==> src/verilog/sysreg_pkg.sv <==
package sysreg_pkg;
	// Register byte offsets (word aligned)
	localparam logic [7:0] OFS_DMA_EVENT_SELECT   = 8'h00;
	localparam logic [7:0] OFS_HOST_PORT_CONTROL  = 8'h04;
	localparam logic [7:0] OFS_CHIP_ID            = 8'h08;
	localparam logic [7:0] OFS_VIDEO_DAC_SETUP    = 8'h0C;
	localparam logic [7:0] OFS_TIMER_INPUT_SELECT = 8'h10;
	localparam logic [7:0] OFS_USB_PHY_SETUP      = 8'h14;
	localparam logic [7:0] OFS_ASSORTED_CONTROL   = 8'h18;

	// Writable field masks per register
	localparam logic [31:0] MASK_DMA_EVENT  = 32'h0000_001F;
	localparam logic [31:0] MASK_HOST_PORT  = 32'h0000_03FF;
	localparam logic [31:0] MASK_VIDEO_DAC  = 32'h0000_003F;
	localparam logic [31:0] MASK_TIMER_IN   = 32'h0000_0003;
	localparam logic [31:0] MASK_USB_PHY    = 32'h0000_FED3;
	localparam logic [31:0] MASK_ASSORTED   = 32'h0000_0CF0;

	// Reset values of writable fields
	localparam logic [31:0] RST_DMA_EVENT   = 32'h0000_0000;
	localparam logic [31:0] RST_HOST_PORT   = 32'h0000_0080;
	localparam logic [31:0] RST_VIDEO_DAC   = 32'h0000_0000;
	localparam logic [31:0] RST_TIMER_IN    = 32'h0000_0000;
	localparam logic [31:0] RST_USB_PHY     = 32'h0000_00C3;
	localparam logic [31:0] RST_ASSORTED    = 32'h0000_0010;

	// Read-only status bit positions
	localparam int POS_VIDEO_SHORT  = 31;
	localparam int POS_VIDEO_CONN   = 30;
	localparam int POS_PHY_GOOD     = 8;
	localparam int POS_VBUS_PRESENT = 5;
	localparam int POS_BOOT_LO      = 8;

	// Identification fields, values arbitrary
	localparam logic [3:0]  ID_SILICON_REVISION = 4'h1;
	localparam logic [15:0] ID_PART_CODE        = 16'h5A5A;
	localparam logic [10:0] ID_MAKER_CODE       = 11'h123;
	localparam logic [31:0] ID_WORD = {ID_SILICON_REVISION, ID_PART_CODE, ID_MAKER_CODE, 1'b1};
endpackage

==> src/verilog/sysreg_top.sv <==
`timescale 1ns/10ps
// How it works
// - Bits 4,3 pick UART or SPI3 events
// - Bit 2 picks image or HD coprocessor
// - Bits 1,0 pick serial or voice codec
// - Ctrl write owner needs address owner too
// - Bit 8 gives address write owner
// - Burst timeout byte resets to 0x80
// - ID word read only, fixed fields
// - Bit 31 flags video short
// - Bit 30 flags video cable connected
// - DAC mode, detect enable, power bits
// - Timer input pin pair selects
// - PHY frequency code, reserved codes unused
// - PHY clock source and data invert
// - PHY good and VBUS status read only
// - Comparator enables reset to one
// - PLL override and power off bits
// - Bus inhibit bits around clock stop
// - Boot outcome status field
// - Transfer controller burst size select
// - Clock stop handshake bypass bits
// - Timer two watchdog, resets to one
module sysreg_top (
	input  wire logic        i_core_clk,
	input  wire logic        i_resetn,
	input  wire logic [7:0]  i_addr,
	input  wire logic [31:0] i_wdata,
	input  wire logic        i_wr,
	input  wire logic        i_rd,
	output logic [31:0]      o_rdata,
	input  wire logic        i_video_short,
	input  wire logic        i_video_connect,
	input  wire logic        i_phy_power_clock_good,
	input  wire logic        i_vbus_present,
	input  wire logic [1:0]  i_boot_outcome,
	output logic             o_dma_sel_uart_tx_or_spi_rx,
	output logic             o_dma_sel_uart_rx_or_spi_tx,
	output logic             o_dma_sel_coproc_event,
	output logic             o_dma_sel_serial_receive,
	output logic             o_dma_sel_serial_transmit,
	output logic             o_host_ctrl_write_by_cpu,
	output logic             o_host_addr_write_by_cpu,
	output logic [7:0]       o_host_burst_timeout,
	output logic             o_channel_c_hd_select,
	output logic             o_connect_detect_enable,
	output logic             o_sd_buffer_power,
	output logic [2:0]       o_dac_channel_power,
	output logic             o_timer_pin_pair_b_sel,
	output logic             o_timer_pin_pair_a_sel,
	output logic [3:0]       o_phy_clock_frequency,
	output logic             o_phy_data_invert,
	output logic [1:0]       o_phy_clock_source,
	output logic             o_session_end_comp_enable,
	output logic             o_vbus_comp_enable,
	output logic             o_phy_pll_suspend_override,
	output logic             o_otg_analog_power_off,
	output logic             o_phy_power_off,
	output logic             o_card_bus_inhibit,
	output logic             o_video_coproc_bus_inhibit,
	output logic             o_transfer_ctrl1_burst_size,
	output logic             o_dma_clock_stop_bypass,
	output logic             o_serial_clock_stop_bypass,
	output logic             o_timer_two_watchdog_select
);

	// Control registers, only writable bits ever set
	logic [31:0] dma_event_select;
	logic [31:0] host_port_control;
	logic [31:0] video_dac_setup;
	logic [31:0] timer_input_select;
	logic [31:0] usb_phy_setup;
	logic [31:0] assorted_control;
	logic [31:0] next_dma_event_select;
	logic [31:0] next_host_port_control;
	logic [31:0] next_video_dac_setup;
	logic [31:0] next_timer_input_select;
	logic [31:0] next_usb_phy_setup;
	logic [31:0] next_assorted_control;

	// Status synchronisers: first stage feeds only the second
	logic [5:0]  stat_meta;
	logic [5:0]  stat_sync;

	// Read path
	logic [31:0] next_rdata;
	logic [31:0] rd_word;

	// Two flops on every pin-level status input
	always_ff @(posedge i_core_clk) begin
		if (!i_resetn) begin
			stat_meta <= 6'h00;
			stat_sync <= 6'h00;
		end else begin
			stat_meta <= {i_video_short, i_video_connect, i_phy_power_clock_good,
				i_vbus_present, i_boot_outcome};
			stat_sync <= stat_meta;
		end
	end

	// Write decode; each register keeps only its writable mask
	always_comb begin
		next_dma_event_select   = dma_event_select;
		next_host_port_control  = host_port_control;
		next_video_dac_setup    = video_dac_setup;
		next_timer_input_select = timer_input_select;
		next_usb_phy_setup      = usb_phy_setup;
		next_assorted_control   = assorted_control;
		if (i_wr) begin
			unique case (i_addr)
				sysreg_pkg::OFS_DMA_EVENT_SELECT: begin
					next_dma_event_select = i_wdata & sysreg_pkg::MASK_DMA_EVENT;
				end
				sysreg_pkg::OFS_HOST_PORT_CONTROL: begin
					next_host_port_control = i_wdata & sysreg_pkg::MASK_HOST_PORT;
				end
				sysreg_pkg::OFS_VIDEO_DAC_SETUP: begin
					next_video_dac_setup = i_wdata & sysreg_pkg::MASK_VIDEO_DAC;
				end
				sysreg_pkg::OFS_TIMER_INPUT_SELECT: begin
					next_timer_input_select = i_wdata & sysreg_pkg::MASK_TIMER_IN;
				end
				sysreg_pkg::OFS_USB_PHY_SETUP: begin
					next_usb_phy_setup = i_wdata & sysreg_pkg::MASK_USB_PHY;
				end
				sysreg_pkg::OFS_ASSORTED_CONTROL: begin
					next_assorted_control = i_wdata & sysreg_pkg::MASK_ASSORTED;
				end
				default: begin
					next_dma_event_select = dma_event_select;
				end
			endcase
		end
	end

	// Register the control state
	always_ff @(posedge i_core_clk) begin
		if (!i_resetn) begin
			dma_event_select   <= sysreg_pkg::RST_DMA_EVENT;
			host_port_control  <= sysreg_pkg::RST_HOST_PORT;
			video_dac_setup    <= sysreg_pkg::RST_VIDEO_DAC;
			timer_input_select <= sysreg_pkg::RST_TIMER_IN;
			usb_phy_setup      <= sysreg_pkg::RST_USB_PHY;
			assorted_control   <= sysreg_pkg::RST_ASSORTED;
		end else begin
			dma_event_select   <= next_dma_event_select;
			host_port_control  <= next_host_port_control;
			video_dac_setup    <= next_video_dac_setup;
			timer_input_select <= next_timer_input_select;
			usb_phy_setup      <= next_usb_phy_setup;
			assorted_control   <= next_assorted_control;
		end
	end

	// Read mux; status bits come from synchronised inputs, never from storage
	always_comb begin
		rd_word = 32'h0000_0000;
		unique case (i_addr)
			sysreg_pkg::OFS_DMA_EVENT_SELECT:   rd_word = dma_event_select;
			sysreg_pkg::OFS_HOST_PORT_CONTROL:  rd_word = host_port_control;
			sysreg_pkg::OFS_CHIP_ID:            rd_word = sysreg_pkg::ID_WORD;
			sysreg_pkg::OFS_VIDEO_DAC_SETUP: begin
				rd_word = video_dac_setup;
				rd_word[sysreg_pkg::POS_VIDEO_SHORT] = stat_sync[5];
				rd_word[sysreg_pkg::POS_VIDEO_CONN] = stat_sync[4];
			end
			sysreg_pkg::OFS_TIMER_INPUT_SELECT: rd_word = timer_input_select;
			sysreg_pkg::OFS_USB_PHY_SETUP: begin
				rd_word = usb_phy_setup;
				rd_word[sysreg_pkg::POS_PHY_GOOD]     = stat_sync[3];
				rd_word[sysreg_pkg::POS_VBUS_PRESENT] = stat_sync[2];
			end
			sysreg_pkg::OFS_ASSORTED_CONTROL: begin
				rd_word = assorted_control;
				rd_word[sysreg_pkg::POS_BOOT_LO +: 2] = stat_sync[1:0];
			end
			// Unmapped reads return zero
			default: rd_word = 32'h0000_0000;
		endcase
		next_rdata = i_rd ? rd_word : 32'h0000_0000;
	end

	// Read data stands only in the cycle after the strobe
	always_ff @(posedge i_core_clk) begin
		if (!i_resetn) begin
			o_rdata <= 32'h0000_0000;
		end else begin
			o_rdata <= next_rdata;
		end
	end

	// Next values of the control outputs
	// Outputs trail their fields by one cycle; readback comes from the fields, so software never sees it
	logic       next_dma_sel_uart_tx_or_spi_rx; // UART transmit or SPI receive
	logic       next_dma_sel_uart_rx_or_spi_tx; // UART receive or SPI transmit
	logic       next_dma_sel_coproc_event;      // Image or HD coprocessor event
	logic       next_dma_sel_serial_receive;    // Serial or voice codec receive
	logic       next_dma_sel_serial_transmit;   // Serial or voice codec transmit
	logic       next_host_ctrl_write_by_cpu;    // Gated control ownership
	logic       next_host_addr_write_by_cpu;    // Address ownership
	logic [7:0] next_host_burst_timeout;        // Burst write timeout
	logic       next_channel_c_hd_select;       // Channel C mode
	logic       next_connect_detect_enable;     // Cable detect enable
	logic       next_sd_buffer_power;           // SD buffer running
	logic [2:0] next_dac_channel_power;         // Channels C, B, A running
	logic       next_timer_pin_pair_b_sel;      // Third or fourth pin
	logic       next_timer_pin_pair_a_sel;      // First or second pin
	logic [3:0] next_phy_clock_frequency;       // PHY reference code
	logic       next_phy_data_invert;           // PHY data polarity
	logic [1:0] next_phy_clock_source;          // PHY clock source
	logic       next_session_end_comp_enable;   // Session end comparator
	logic       next_vbus_comp_enable;          // Other VBUS comparators
	logic       next_phy_pll_suspend_override;  // Keep PHY PLL running
	logic       next_otg_analog_power_off;      // OTG analog block off
	logic       next_phy_power_off;             // PHY off
	logic       next_card_bus_inhibit;          // Card controller fenced
	logic       next_video_coproc_bus_inhibit;  // Video coprocessor fenced
	logic       next_transfer_ctrl1_burst_size; // Burst length select
	logic       next_dma_clock_stop_bypass;     // DMA clock stop bypass
	logic       next_serial_clock_stop_bypass;  // Serial clock stop bypass
	logic       next_timer_two_watchdog_select; // Timer two as watchdog

	// Field to output mapping; the owner gate is the only logic on this path
	// Reserved frequency codes pass through: keeping them out is left to software
	// Bus inhibits are plain levels; ordering them around clock stops is software's job
	always_comb begin
		next_dma_sel_uart_tx_or_spi_rx = dma_event_select[4];
		next_dma_sel_uart_rx_or_spi_tx = dma_event_select[3];
		next_dma_sel_coproc_event      = dma_event_select[2];
		next_dma_sel_serial_receive    = dma_event_select[1];
		next_dma_sel_serial_transmit   = dma_event_select[0];
		next_host_ctrl_write_by_cpu    = host_port_control[9] & host_port_control[8];
		next_host_addr_write_by_cpu    = host_port_control[8];
		next_host_burst_timeout        = host_port_control[7:0];
		next_channel_c_hd_select       = video_dac_setup[5];
		next_connect_detect_enable     = video_dac_setup[4];
		next_sd_buffer_power           = video_dac_setup[3];
		next_dac_channel_power         = video_dac_setup[2:0];
		next_timer_pin_pair_b_sel      = timer_input_select[1];
		next_timer_pin_pair_a_sel      = timer_input_select[0];
		next_phy_clock_frequency       = usb_phy_setup[15:12];
		next_phy_data_invert           = usb_phy_setup[11];
		next_phy_clock_source          = usb_phy_setup[10:9];
		next_session_end_comp_enable   = usb_phy_setup[7];
		next_vbus_comp_enable          = usb_phy_setup[6];
		next_phy_pll_suspend_override  = usb_phy_setup[4];
		next_otg_analog_power_off      = usb_phy_setup[1];
		next_phy_power_off             = usb_phy_setup[0];
		next_card_bus_inhibit          = assorted_control[11];
		next_video_coproc_bus_inhibit  = assorted_control[10];
		next_transfer_ctrl1_burst_size = assorted_control[7];
		next_dma_clock_stop_bypass     = assorted_control[6];
		next_serial_clock_stop_bypass  = assorted_control[5];
		next_timer_two_watchdog_select = assorted_control[4];
	end

	// Every control output comes straight from a flop, so no decode glitch reaches the units it steers
	// Reset values are the fields of the reset words, so outputs agree with a readback after reset
	always_ff @(posedge i_core_clk) begin
		if (!i_resetn) begin
			// Event routing
			o_dma_sel_uart_tx_or_spi_rx <= sysreg_pkg::RST_DMA_EVENT[4];
			o_dma_sel_uart_rx_or_spi_tx <= sysreg_pkg::RST_DMA_EVENT[3];
			o_dma_sel_coproc_event      <= sysreg_pkg::RST_DMA_EVENT[2];
			o_dma_sel_serial_receive    <= sysreg_pkg::RST_DMA_EVENT[1];
			o_dma_sel_serial_transmit   <= sysreg_pkg::RST_DMA_EVENT[0];
			// Host port ownership
			o_host_ctrl_write_by_cpu    <= sysreg_pkg::RST_HOST_PORT[9] & sysreg_pkg::RST_HOST_PORT[8];
			o_host_addr_write_by_cpu    <= sysreg_pkg::RST_HOST_PORT[8];
			o_host_burst_timeout        <= sysreg_pkg::RST_HOST_PORT[7:0];
			// Video DAC
			o_channel_c_hd_select       <= sysreg_pkg::RST_VIDEO_DAC[5];
			o_connect_detect_enable     <= sysreg_pkg::RST_VIDEO_DAC[4];
			o_sd_buffer_power           <= sysreg_pkg::RST_VIDEO_DAC[3];
			o_dac_channel_power         <= sysreg_pkg::RST_VIDEO_DAC[2:0];
			// Timer pins
			o_timer_pin_pair_b_sel      <= sysreg_pkg::RST_TIMER_IN[1];
			o_timer_pin_pair_a_sel      <= sysreg_pkg::RST_TIMER_IN[0];
			// USB PHY clocking and comparators
			o_phy_clock_frequency       <= sysreg_pkg::RST_USB_PHY[15:12];
			o_phy_data_invert           <= sysreg_pkg::RST_USB_PHY[11];
			o_phy_clock_source          <= sysreg_pkg::RST_USB_PHY[10:9];
			o_session_end_comp_enable   <= sysreg_pkg::RST_USB_PHY[7];
			o_vbus_comp_enable          <= sysreg_pkg::RST_USB_PHY[6];
			// PLL override and power off
			o_phy_pll_suspend_override  <= sysreg_pkg::RST_USB_PHY[4];
			o_otg_analog_power_off      <= sysreg_pkg::RST_USB_PHY[1];
			o_phy_power_off             <= sysreg_pkg::RST_USB_PHY[0];
			// Bus inhibits, burst size, clock stop bypasses and watchdog
			o_card_bus_inhibit          <= sysreg_pkg::RST_ASSORTED[11];
			o_video_coproc_bus_inhibit  <= sysreg_pkg::RST_ASSORTED[10];
			o_transfer_ctrl1_burst_size <= sysreg_pkg::RST_ASSORTED[7];
			o_dma_clock_stop_bypass     <= sysreg_pkg::RST_ASSORTED[6];
			o_serial_clock_stop_bypass  <= sysreg_pkg::RST_ASSORTED[5];
			o_timer_two_watchdog_select <= sysreg_pkg::RST_ASSORTED[4];
		end else begin
			// Event routing
			o_dma_sel_uart_tx_or_spi_rx <= next_dma_sel_uart_tx_or_spi_rx;
			o_dma_sel_uart_rx_or_spi_tx <= next_dma_sel_uart_rx_or_spi_tx;
			o_dma_sel_coproc_event      <= next_dma_sel_coproc_event;
			o_dma_sel_serial_receive    <= next_dma_sel_serial_receive;
			o_dma_sel_serial_transmit   <= next_dma_sel_serial_transmit;
			// Host port
			o_host_ctrl_write_by_cpu    <= next_host_ctrl_write_by_cpu;
			o_host_addr_write_by_cpu    <= next_host_addr_write_by_cpu;
			o_host_burst_timeout        <= next_host_burst_timeout;
			// Video DAC
			o_channel_c_hd_select       <= next_channel_c_hd_select;
			o_connect_detect_enable     <= next_connect_detect_enable;
			o_sd_buffer_power           <= next_sd_buffer_power;
			o_dac_channel_power         <= next_dac_channel_power;
			// Timer pins
			o_timer_pin_pair_b_sel      <= next_timer_pin_pair_b_sel;
			o_timer_pin_pair_a_sel      <= next_timer_pin_pair_a_sel;
			// USB PHY clocking
			o_phy_clock_frequency       <= next_phy_clock_frequency;
			o_phy_data_invert           <= next_phy_data_invert;
			o_phy_clock_source          <= next_phy_clock_source;
			// USB PHY comparators and power
			o_session_end_comp_enable   <= next_session_end_comp_enable;
			o_vbus_comp_enable          <= next_vbus_comp_enable;
			o_phy_pll_suspend_override  <= next_phy_pll_suspend_override;
			o_otg_analog_power_off      <= next_otg_analog_power_off;
			o_phy_power_off             <= next_phy_power_off;
			// Bus inhibits
			o_card_bus_inhibit          <= next_card_bus_inhibit;
			o_video_coproc_bus_inhibit  <= next_video_coproc_bus_inhibit;
			// Burst, clock stop bypasses and watchdog
			o_transfer_ctrl1_burst_size <= next_transfer_ctrl1_burst_size;
			o_dma_clock_stop_bypass     <= next_dma_clock_stop_bypass;
			o_serial_clock_stop_bypass  <= next_serial_clock_stop_bypass;
			o_timer_two_watchdog_select <= next_timer_two_watchdog_select;
		end
	end

endmodule // sysreg_top

==> config.mk <==
export PLATFORM = sky130hd
export DESIGN_NAME = sysreg_top
export DESIGN_NICKNAME = d
export VERILOG_FILES = /design/src/verilog/sysreg_pkg.sv /design/src/verilog/sysreg_top.sv
export SDC_FILE = /design/constraint.sdc
export NUM_CORES = 1
export LEC_CHECK = 0
export ABC_AREA = 0
export BUFFER_PORTS_ARGS = -buffer_cell sky130_fd_sc_hd__buf_2
export CORE_MARGIN = 2
export CORE_UTILIZATION = 40
export CTS_BUF_LIST = sky130_fd_sc_hd__clkbuf_2 sky130_fd_sc_hd__clkbuf_4 sky130_fd_sc_hd__clkbuf_8
export CTS_CLUSTER_SIZE = 12
export DETAILED_ROUTE_END_ITERATION = 8
export GPL_TIMING_DRIVEN = 0
export HOLD_SLACK_MARGIN = 0.15
export PLACE_DENSITY = 0.7
export SYNTH_ARGS = -nofsm -noshare
export SYNTH_HDL_FRONTEND = slang
export SYNTH_SLANG_ARGS = --single-unit
==> constraint.sdc <==
create_clock -name i_core_clk -period 3.01 [get_ports i_core_clk]
set_input_delay 0.602 -clock i_core_clk [delete_from_list [all_inputs] [get_ports i_core_clk]]
set_output_delay 0.602 -clock i_core_clk [all_outputs]
set_load 0.01 [all_outputs]
-- Word level (Yosys, flattened, before mapping)
Cells that the tools add are included.
- bits in read-only memories: 0
- bits in registers: 126
- word-level logic and storage cells: 53
- RAM bits: 0
- input port bits: 50
- bits in latches: 0
- memories: 0
- multiplexer cells: 1
- eq/ne operators: 6
- shift-type cells: 0
- div/mod/pow operators: 0
- reduce and logical (&&, ||, !) cells: 8
- bitwise logic cells: 1
- add/sub/neg operators: 0
- magnitude comparators: 0
- multiply operators: 0
- operator list (cell ; number):
    one-hot mux 32 bit (7 select lines) ; 1
    equality test 8 x 5 -> 1 bit, second input constant ; 3
    equality test 8 x 4 -> 1 bit, second input constant ; 2
    AND reduction 2 bit ; 7
    equality test 8 x 3 -> 1 bit, second input constant ; 1
    zero test 8 bit ; 1
    bitwise AND 1 bit ; 1

-- Logic depth before layout (Yosys ltp)
Gate-level depths: netlist of run 1.
- word-level depth: 2
- gate-level depth with buffers: 6
- depth with buffers taken out: 4

-- Worst setup path after synthesis of run 1
Ideal clock, no wire load.
- path type: input -> register
- from: in i_addr[3]
- to: reg assorted_control[4]
- setup slack: 1.109 ns
- arrival: 1.780 ns
- setup time: 0.121 ns
- data required time: 2.889 ns
- stages on the path: 6
- path through: buf_2 -> nor4b_4 -> and3_1 -> buf_6 -> nand2_4 -> mux2_4
- cells in the longest elaborated chain, start to end: 2
- RTL lines (item ; line ; source):
    from (decl) ; sysreg_top.sv:27 ; input wire logic [7:0] i_addr,
    equality test 8 x 5 -> 1 bit ; sysreg_top.sv:110 ; unique case (i_addr)
    AND reduction 2 bit (no source line) ; -- ;
    to (signal assigned) ; sysreg_top.sv:144 ; assorted_control <= sysreg_pkg::RST_ASSORTED;
    to (signal assigned) ; sysreg_top.sv:151 ; assorted_control <= next_assorted_control;
    to (decl) ; sysreg_top.sv:73 ; logic [31:0] assorted_control;
No other way between the ends.
A chain may end at the register's enable or synchronous reset.

-- Worst setup path in the final report of run 1
Same ends and word-level chain as after synthesis.

==> results by group, run 1 <==
Timing
  – PnR worst setup slack: 1.212 ns
  – TNS Setup: 0 ns
  – Final period util: 59.74%
  – Clock Skew: 0.008057 ns
  – Worst-Margin Slew: 0.7580 ns
  – F_max: 556.1 MHz
  – Fin crit period: 1.798 ns
  – Final Hold Slack: 0.3698 ns
  – Hold Vio Cnt, Final: 0
  – RSZ-0062 raised after global routing: no
  – Final slew viol count: 0
  – Rel. slew slack: 49.00%
  – Setup violators final: 0

Route
  – DR vias/cell: 4.665
  – Routed Antenna Nets: 0
  – Via Count: 2967
  – Routed WL: 9341 µm
  – DR DRC count: 0
  – Iteration-0 DRC Markers: 176
  – DR pass1 iterations: 5
  – WL per Instance: 14.69 µm

Logic synthesis
  – Yosys warnings: 0
  – Synth top area cells: dfxtp_1 (57%), mux2i_1 (6.6%), and2_1 (6.5%)
  – Netlist cell types: 42
  – Synth Cell Area: 3949 µm²
  – Synth top area share: 57.29%
  – #FFs+latches synth: 113
  – Post-Syn Instances: 371
  – Cell taking the most area after synthesis: dfxtp_1
  – EDFF count, synth: 0
  – Sequential share of the synthesized area: 57.29%
  – Syn Area/Cell: 10.64 µm²
  – Async SR Flop Fraction: 0%
  – Top_reg_cell synth: dfxtp_1

CTS
  – Post-CTS Hold Fix Bufs: 0
  – Clk_lat worst skew: 0.44 ns
  – H-tree levels: 4
  – Root Driver: clkbuf_8
  – Cts bufs inserted: 17
  – Post-CTS sizing: 0
  – Clock Path Buffers: 2
  – Clk slew on worst S/H paths: 0.07 ns
  – Setup bufs post-CTS: 0
  – Clock sinks: 113
  – CTS tree: yes

Floorplan
  – Core Rows: 36
  – Die span in x: 103.4 µm
  – Core Area: 9684 µm²
  – Die area: 10680 µm²
  – I/O pins: 123
  – Starting Density: 40.78%
  – Die height: 103.4 µm

Global routing
  – Antenna violations before repair: 0
  – GRT overflow: 0
  – Via count of the first global-routing pass: 2834
  – All-Layer GR Usage: 18.51%
  – First-pass GRT wire length: 14300 µm
  – Pin count of the biggest net entering global routing: 17

Status
  – Status: completed

Worst setup path
  – CP Class: primary input to flop
  – Worst r2r src: dma_event_select[4]$_SDFFE_PN0P_
  – Worst Setup End Kind: flop
  – Startpoint Class: primary input
  – Worst EP required: 3.33 ns
  – Reg2reg end: o_rdata[4]$_SDFF_PN0_
  – Cells on worst reg2reg path: 4
  – Reg2reg setup slack: 1.74 ns
  – Critical Path AT: 2.12 ns
  – Worst-path fanout max: 9

Placed design
  – Gpl congestion: 0.7809
  – Pre-CTS setup slack: 0.8088 ns
  – HPWL Detailed: 6699 µm
  – DP Area: 4608 µm²
  – I/O Buffers: 94
  – Cells after DPL: 604

Final layout
  – Layout Cells excl Fill: 636
  – Area of the multi-input gates: 1479 µm²
  – Design Area, Final: 5051 µm²
  – P&R area growth vs syn: 27.91%
  – Register area: 2262 µm²
  – # diodes: 0
  – Fillers: 870
  – Share of cells above drive strength 1: 33.00%
  – Final Core Density: 52.16%
  – # nets final: 540

Pwr
  – LEAKAGE: 2.443 nW
  – Power per cell area: 628.8 nW/µm²
  – Power Total: 3.176 mW
  – Peak VDD IR: 266.8 µV

Worst hold path
  – Min-delay worst type: primary input to flop
  – Hold endpoint: stat_meta[1]$_SDFF_PN0_
  – Hold depth: 2
  – Worst Min Path Start: i_boot_outcome[1]

Run
  – Max cap viols: 0
==> flip-flops by register name, indices dropped and copies added (netlist names), 3 cells and up <==
name / count
o_rdata: 19
o_phy_clock_frequency: 4
dma_event_select: 5
video_dac_setup: 6
assorted_control: 6
o_dac_channel_power: 3
stat_sync: 6
o_host_burst_timeout: 8
stat_meta: 6
usb_phy_setup: 12
host_port_control: 10
==> Yosys cell counts (6+ instances only) <==
library cell	n
and2_1	41
mux2i_1	26
clkbuf_1	11
dfxtp_1	113
nor2b_1	9
nand2b_1	8
nand2_1	42
buf_4	14
a22oi_1	8
o21ai_0	15
nor2_1	11
nand3_1	6
inv_1	8
==> cell type report <==
class	instances	share of cell area (%)
plain buffers	33	3.963
clock buffers	17	4.632
clock inverters	15	4.137
inverters	8	0.5945
multi-input cells	223	29.28
flip-flops and latches	113	44.79
well taps	133	3.295
repair buffers	94	9.314
==> power by group <==
| group | switching [mW] | internal (mW) | total (mW) |
|---|---|---|---|
| Combinational | 0.0734 | 0.0456 | 0.119 |
| Sequential | 0.00194 | 1.50 | 1.51 |
| Clock | 0.643 | 0.909 | 1.55 |
==> cells by family (layout without fill, tap and decap cells) <==
| kind of cell | after synthesis | count (layout) | synth area share [%] |
|---|---|---|---|
| AOI/OAI and AO/OA | 42 | 42 | 6.907 |
| buffers and inverters | 41 | 167 | 5.830 |
| DFF | 113 | 113 | 57.29 |
| muxes | 31 | 31 | 8.111 |
| other | 1 | 7 | 0.09497 |
| and+or+nand+nor | 143 | 143 | 21.77 |
==> cells in the final DEF (no fill, tap or decap), types with 3 or more instances in the layout <==
| cell type | instances |
|---|---|
| a21bo_2 | 3 |
| a21oi_1 | 5 |
| a22oi_1 | 8 |
| and2_1 | 41 |
| buf_2 | 99 |
| buf_4 | 14 |
| bufinv_16 | 4 |
| clkbuf_1 | 11 |
| clkbuf_8 | 18 |
| clkinv_4 | 5 |
| clkinvlp_4 | 3 |
| conb_1 | 7 |
| dfxtp_1 | 113 |
| inv_1 | 8 |
| mux2_2 | 4 |
| mux2i_1 | 26 |
| nand2_1 | 42 |
| nand2b_1 | 8 |
| nand3_1 | 6 |
| nand3b_1 | 3 |
| nand4_1 | 5 |
| nor2_1 | 11 |
| nor2b_1 | 9 |
| nor4b_4 | 3 |
| o21ai_0 | 15 |
==> routing by layer <==
layer  GRT usage, %  part of all wire (%)  up-vias
met5              0                     0        -
met4          8.097                   1.2        0
met3          6.452                   8.4        8
met2          29.78                    47      118
met1          22.45                    43     1370
li1               -                     -     1471
==> worst max path at each step <==
stage / end / startpoint / cells past startpoint
final: assorted_control[4]$_SDFFE_PN1P_ / i_addr[3] / 6
after global routing: dma_event_select[4]$_SDFFE_PN0P_ / i_addr[1] / 4
after CTS: o_rdata[18] / o_rdata[28]$_SDFF_PN0_ / 2
after detailed placement: assorted_control[4]$_SDFFE_PN1P_ / i_addr[3] / 6
after global placement: assorted_control[4]$_SDFFE_PN1P_ / i_addr[3] / 6
after floorplan: assorted_control[4]$_SDFFE_PN1P_ / i_addr[3] / 6
==> critical path, stage by stage <==
cell and delay [ns]:
buf_2 0.22, nor4b_4 0.50, and3_1 0.26, buf_6 0.13
nand2_4 0.10, mux2_4 0.31
(Power assumes the default switching activity.)
==> run 2: changes to the inputs <==
clock period = 1.7 ns   (was 3.01 ns; I/O delays follow)
==> run 2 against run 1 <==
Final area rose by 2.4%. First-iteration DRC count down 3.4%. Total power grew 78%. Sequential power rose by 77%. Sequential share of layout area fell by 1.0 points. Critical path type unchanged. Setup slack worse by 1.1 ns. Via count rose by 0.51%. Non-clock buffer count increased by 12. Combinational power grew 94%. Core utilization grew 1.2 points.
==> results by group, run 2 (synthesis gave the netlist of run 1 again) <==
CTS
  – CTS tree: yes
  – Setup bufs post-CTS: 0
  – Cts bufs inserted: 17
  – Root Driver: clkbuf_8
  – Clk slew on worst S/H paths: 0.07 ns
  – Post-CTS sizing: 0
  – Clk_lat worst skew: 0.43 ns
  – Clock Path Buffers: 2
  – Clock sinks: 113
  – H-tree levels: 4

Floorplan
  – Die area: 10680 µm²
  – Core Rows: 36
  – Core Area: 9684 µm²
  – I/O pins: 123
  – Die span in x: 103.4 µm
  – Die height: 103.4 µm
  – Starting Density: 40.78%

Route
  – DR DRC count: 0
  – Routed Antenna Nets: 0
  – WL per Instance: 14.41 µm
  – Iteration-0 DRC Markers: 170
  – Via Count: 2982
  – DR pass1 iterations: 4
  – DR vias/cell: 4.602
  – Routed WL: 9337 µm

Final layout
  – Max FFs per register: 19
  – Commonest non-fill, non-tap cell in the layout: dfxtp_1
  – Top flop regs: o_rdata x19, usb_phy_setup x12, host_port_control x10
  – Largest register by flop count: o_rdata
  – Share of cells above drive strength 1: 32.23%
  – # diodes: 0
  – # nets final: 552
  – Register area: 2262 µm²
  – Commonest non-fill, non-tap cells in the layout: dfxtp_1 (113), buf_2 (99), nand2_1 (42)
  – Layout Cells excl Fill: 648
  – Fillers: 857
  – P&R area growth vs syn: 30.96%
  – Area of the multi-input gates: 1479 µm²

Worst setup path
  – Worst EP required: 2.02 ns
  – CP Class: primary input to flop
  – CP startpoint: i_addr[3]
  – Reg2reg setup slack: 0.47 ns
  – Worst Setup End Kind: flop
  – Critical path's slowest cell: nor4b_4
  – Critical Path AT: 1.88 ns
  – Reg2reg end: o_rdata[4]$_SDFF_PN0_
  – Worst-path cell chain: buf_2 -> nor4b_4 -> and3_1 -> buf_6 -> nand2_4 -> mux2_4
  – Cells on worst reg2reg path: 4
  – Worst-path fanout max: 9
  – CP max stage delay: 0.51 ns
  – Startpoint Class: primary input
  – Worst r2r src: dma_event_select[4]$_SDFFE_PN0P_

Timing
  – Final period util: 91.74%
  – Worst-Margin Slew: 0.7540 ns
  – Final slew viol count: 0
  – Fin crit period: 1.560 ns
  – Hold Vio Cnt, Final: 0
  – F_max: 641.2 MHz
  – TNS Setup: 0 ns
  – Rel. slew slack: 49.27%
  – Setup violators final: 0
  – RSZ-0062 raised after global routing: no
  – Clock Skew: 0.008237 ns

Worst hold path
  – Hold endpoint: usb_phy_setup[0]$_SDFFE_PN1P_
  – Hold depth: 3
  – Worst Min Path Start: i_wdata[0]
  – Min-delay worst type: primary input to flop

Placed design
  – Gpl congestion: 0.7809
  – Cells after DPL: 604
  – I/O Buffers: 94
  – HPWL Detailed: 6699 µm

Global routing
  – Antenna violations before repair: 0
  – GRT overflow: 0
  – Via count of the first global-routing pass: 2837
  – Pin count of the biggest net entering global routing: 17
  – All-Layer GR Usage: 18.54%
  – First-pass GRT wire length: 14330 µm

Status
  – Status: completed

Pwr
  – Power per cell area: 1090 nW/µm²
  – Peak VDD IR: 477.8 µV
  – LEAKAGE: 2.493 nW

Run
  – Max cap viols: 0
## run 2: changes by cell type in the layout (fill, tap and decap cells not counted), sizes merged
cell,delta
dlygate4sd3,+12
## run 2: per-layer routing
layer / vias up / wire (µm) / GRT usage [%]
li1: 1493 / - / -
met1: 1363 / 4043 / 22.54
met2: 117 / 4394 / 29.78
met3: 9 / 793 / 6.452
met4: 0 / 106 / 8.097
met5: - / 0 / 0
## run 2: timing repair
action                                 4_1_cts  5_1_grt
endpoints found under the hold margin       13        0
setup endpoints to repair                    0        0
hold buffers                                12        0
## run 2: worst max-delay path, delay by kind of cell
family / cells / cell delay (ns)
buf+inv: 2 / 0.35
mux: 1 / 0.31
simple gates: 3 / 0.87
## run 2: worst max path at each step
stage	to	slack, ns
6_report	assorted_control[4]$_SDFFE_PN1P_	0.14
5_1_grt	dma_event_select[4]$_SDFFE_PN0P_	0.05
4_1_cts	o_rdata[18]	0.20
3_5_place_dp	assorted_control[4]$_SDFFE_PN1P_	-0.24
3_3_place_gp	assorted_control[4]$_SDFFE_PN1P_	-0.23
2_1_floorplan	assorted_control[4]$_SDFFE_PN1P_	0.06
## run 2: area by class of cell
class,instances,share of cell area [%]
multi-input combinational,223,28.60
timing repair buffer,106,11.42
sequential,113,43.75
inverter,8,0.5807
buffer,33,3.871
tap,133,3.218
clock inverter,15,4.041
clock buffer,17,4.525
## run 2: power breakdown
group / switching [mW] / internal, mW / total, mW / leakage [nW]
combinational: 0.132 / 0.0986 / 0.231 / 1.37
clock: 1.13 / 1.61 / 2.74 / 0.213
sequential: 0.00343 / 2.66 / 2.67 / 0.913
total: 1.27 / 4.37 / 5.64 / 2.49
## run 2: through the flow
stage / hold slack [ns] / area, µm² / util [%] / setup slack [ns] / power (mW)
finish: 0.1851 / 5171 / 53.40 / 0.1404 / 5.639
global route: 0.1691 / 5171 / 53.40 / 0.04827 / 5.828
CTS: 0.1583 / 5171 / 53.40 / 0.2020 / 5.695
detailed placement: 0.4169 / 4608 / 47.58 / -0.2392 / 2.932
global placement: 0.4146 / 4608 / 47.58 / -0.2260 / 2.929
floorplan: 0.4119 / 3971 / - / 0.06070 / 2.846
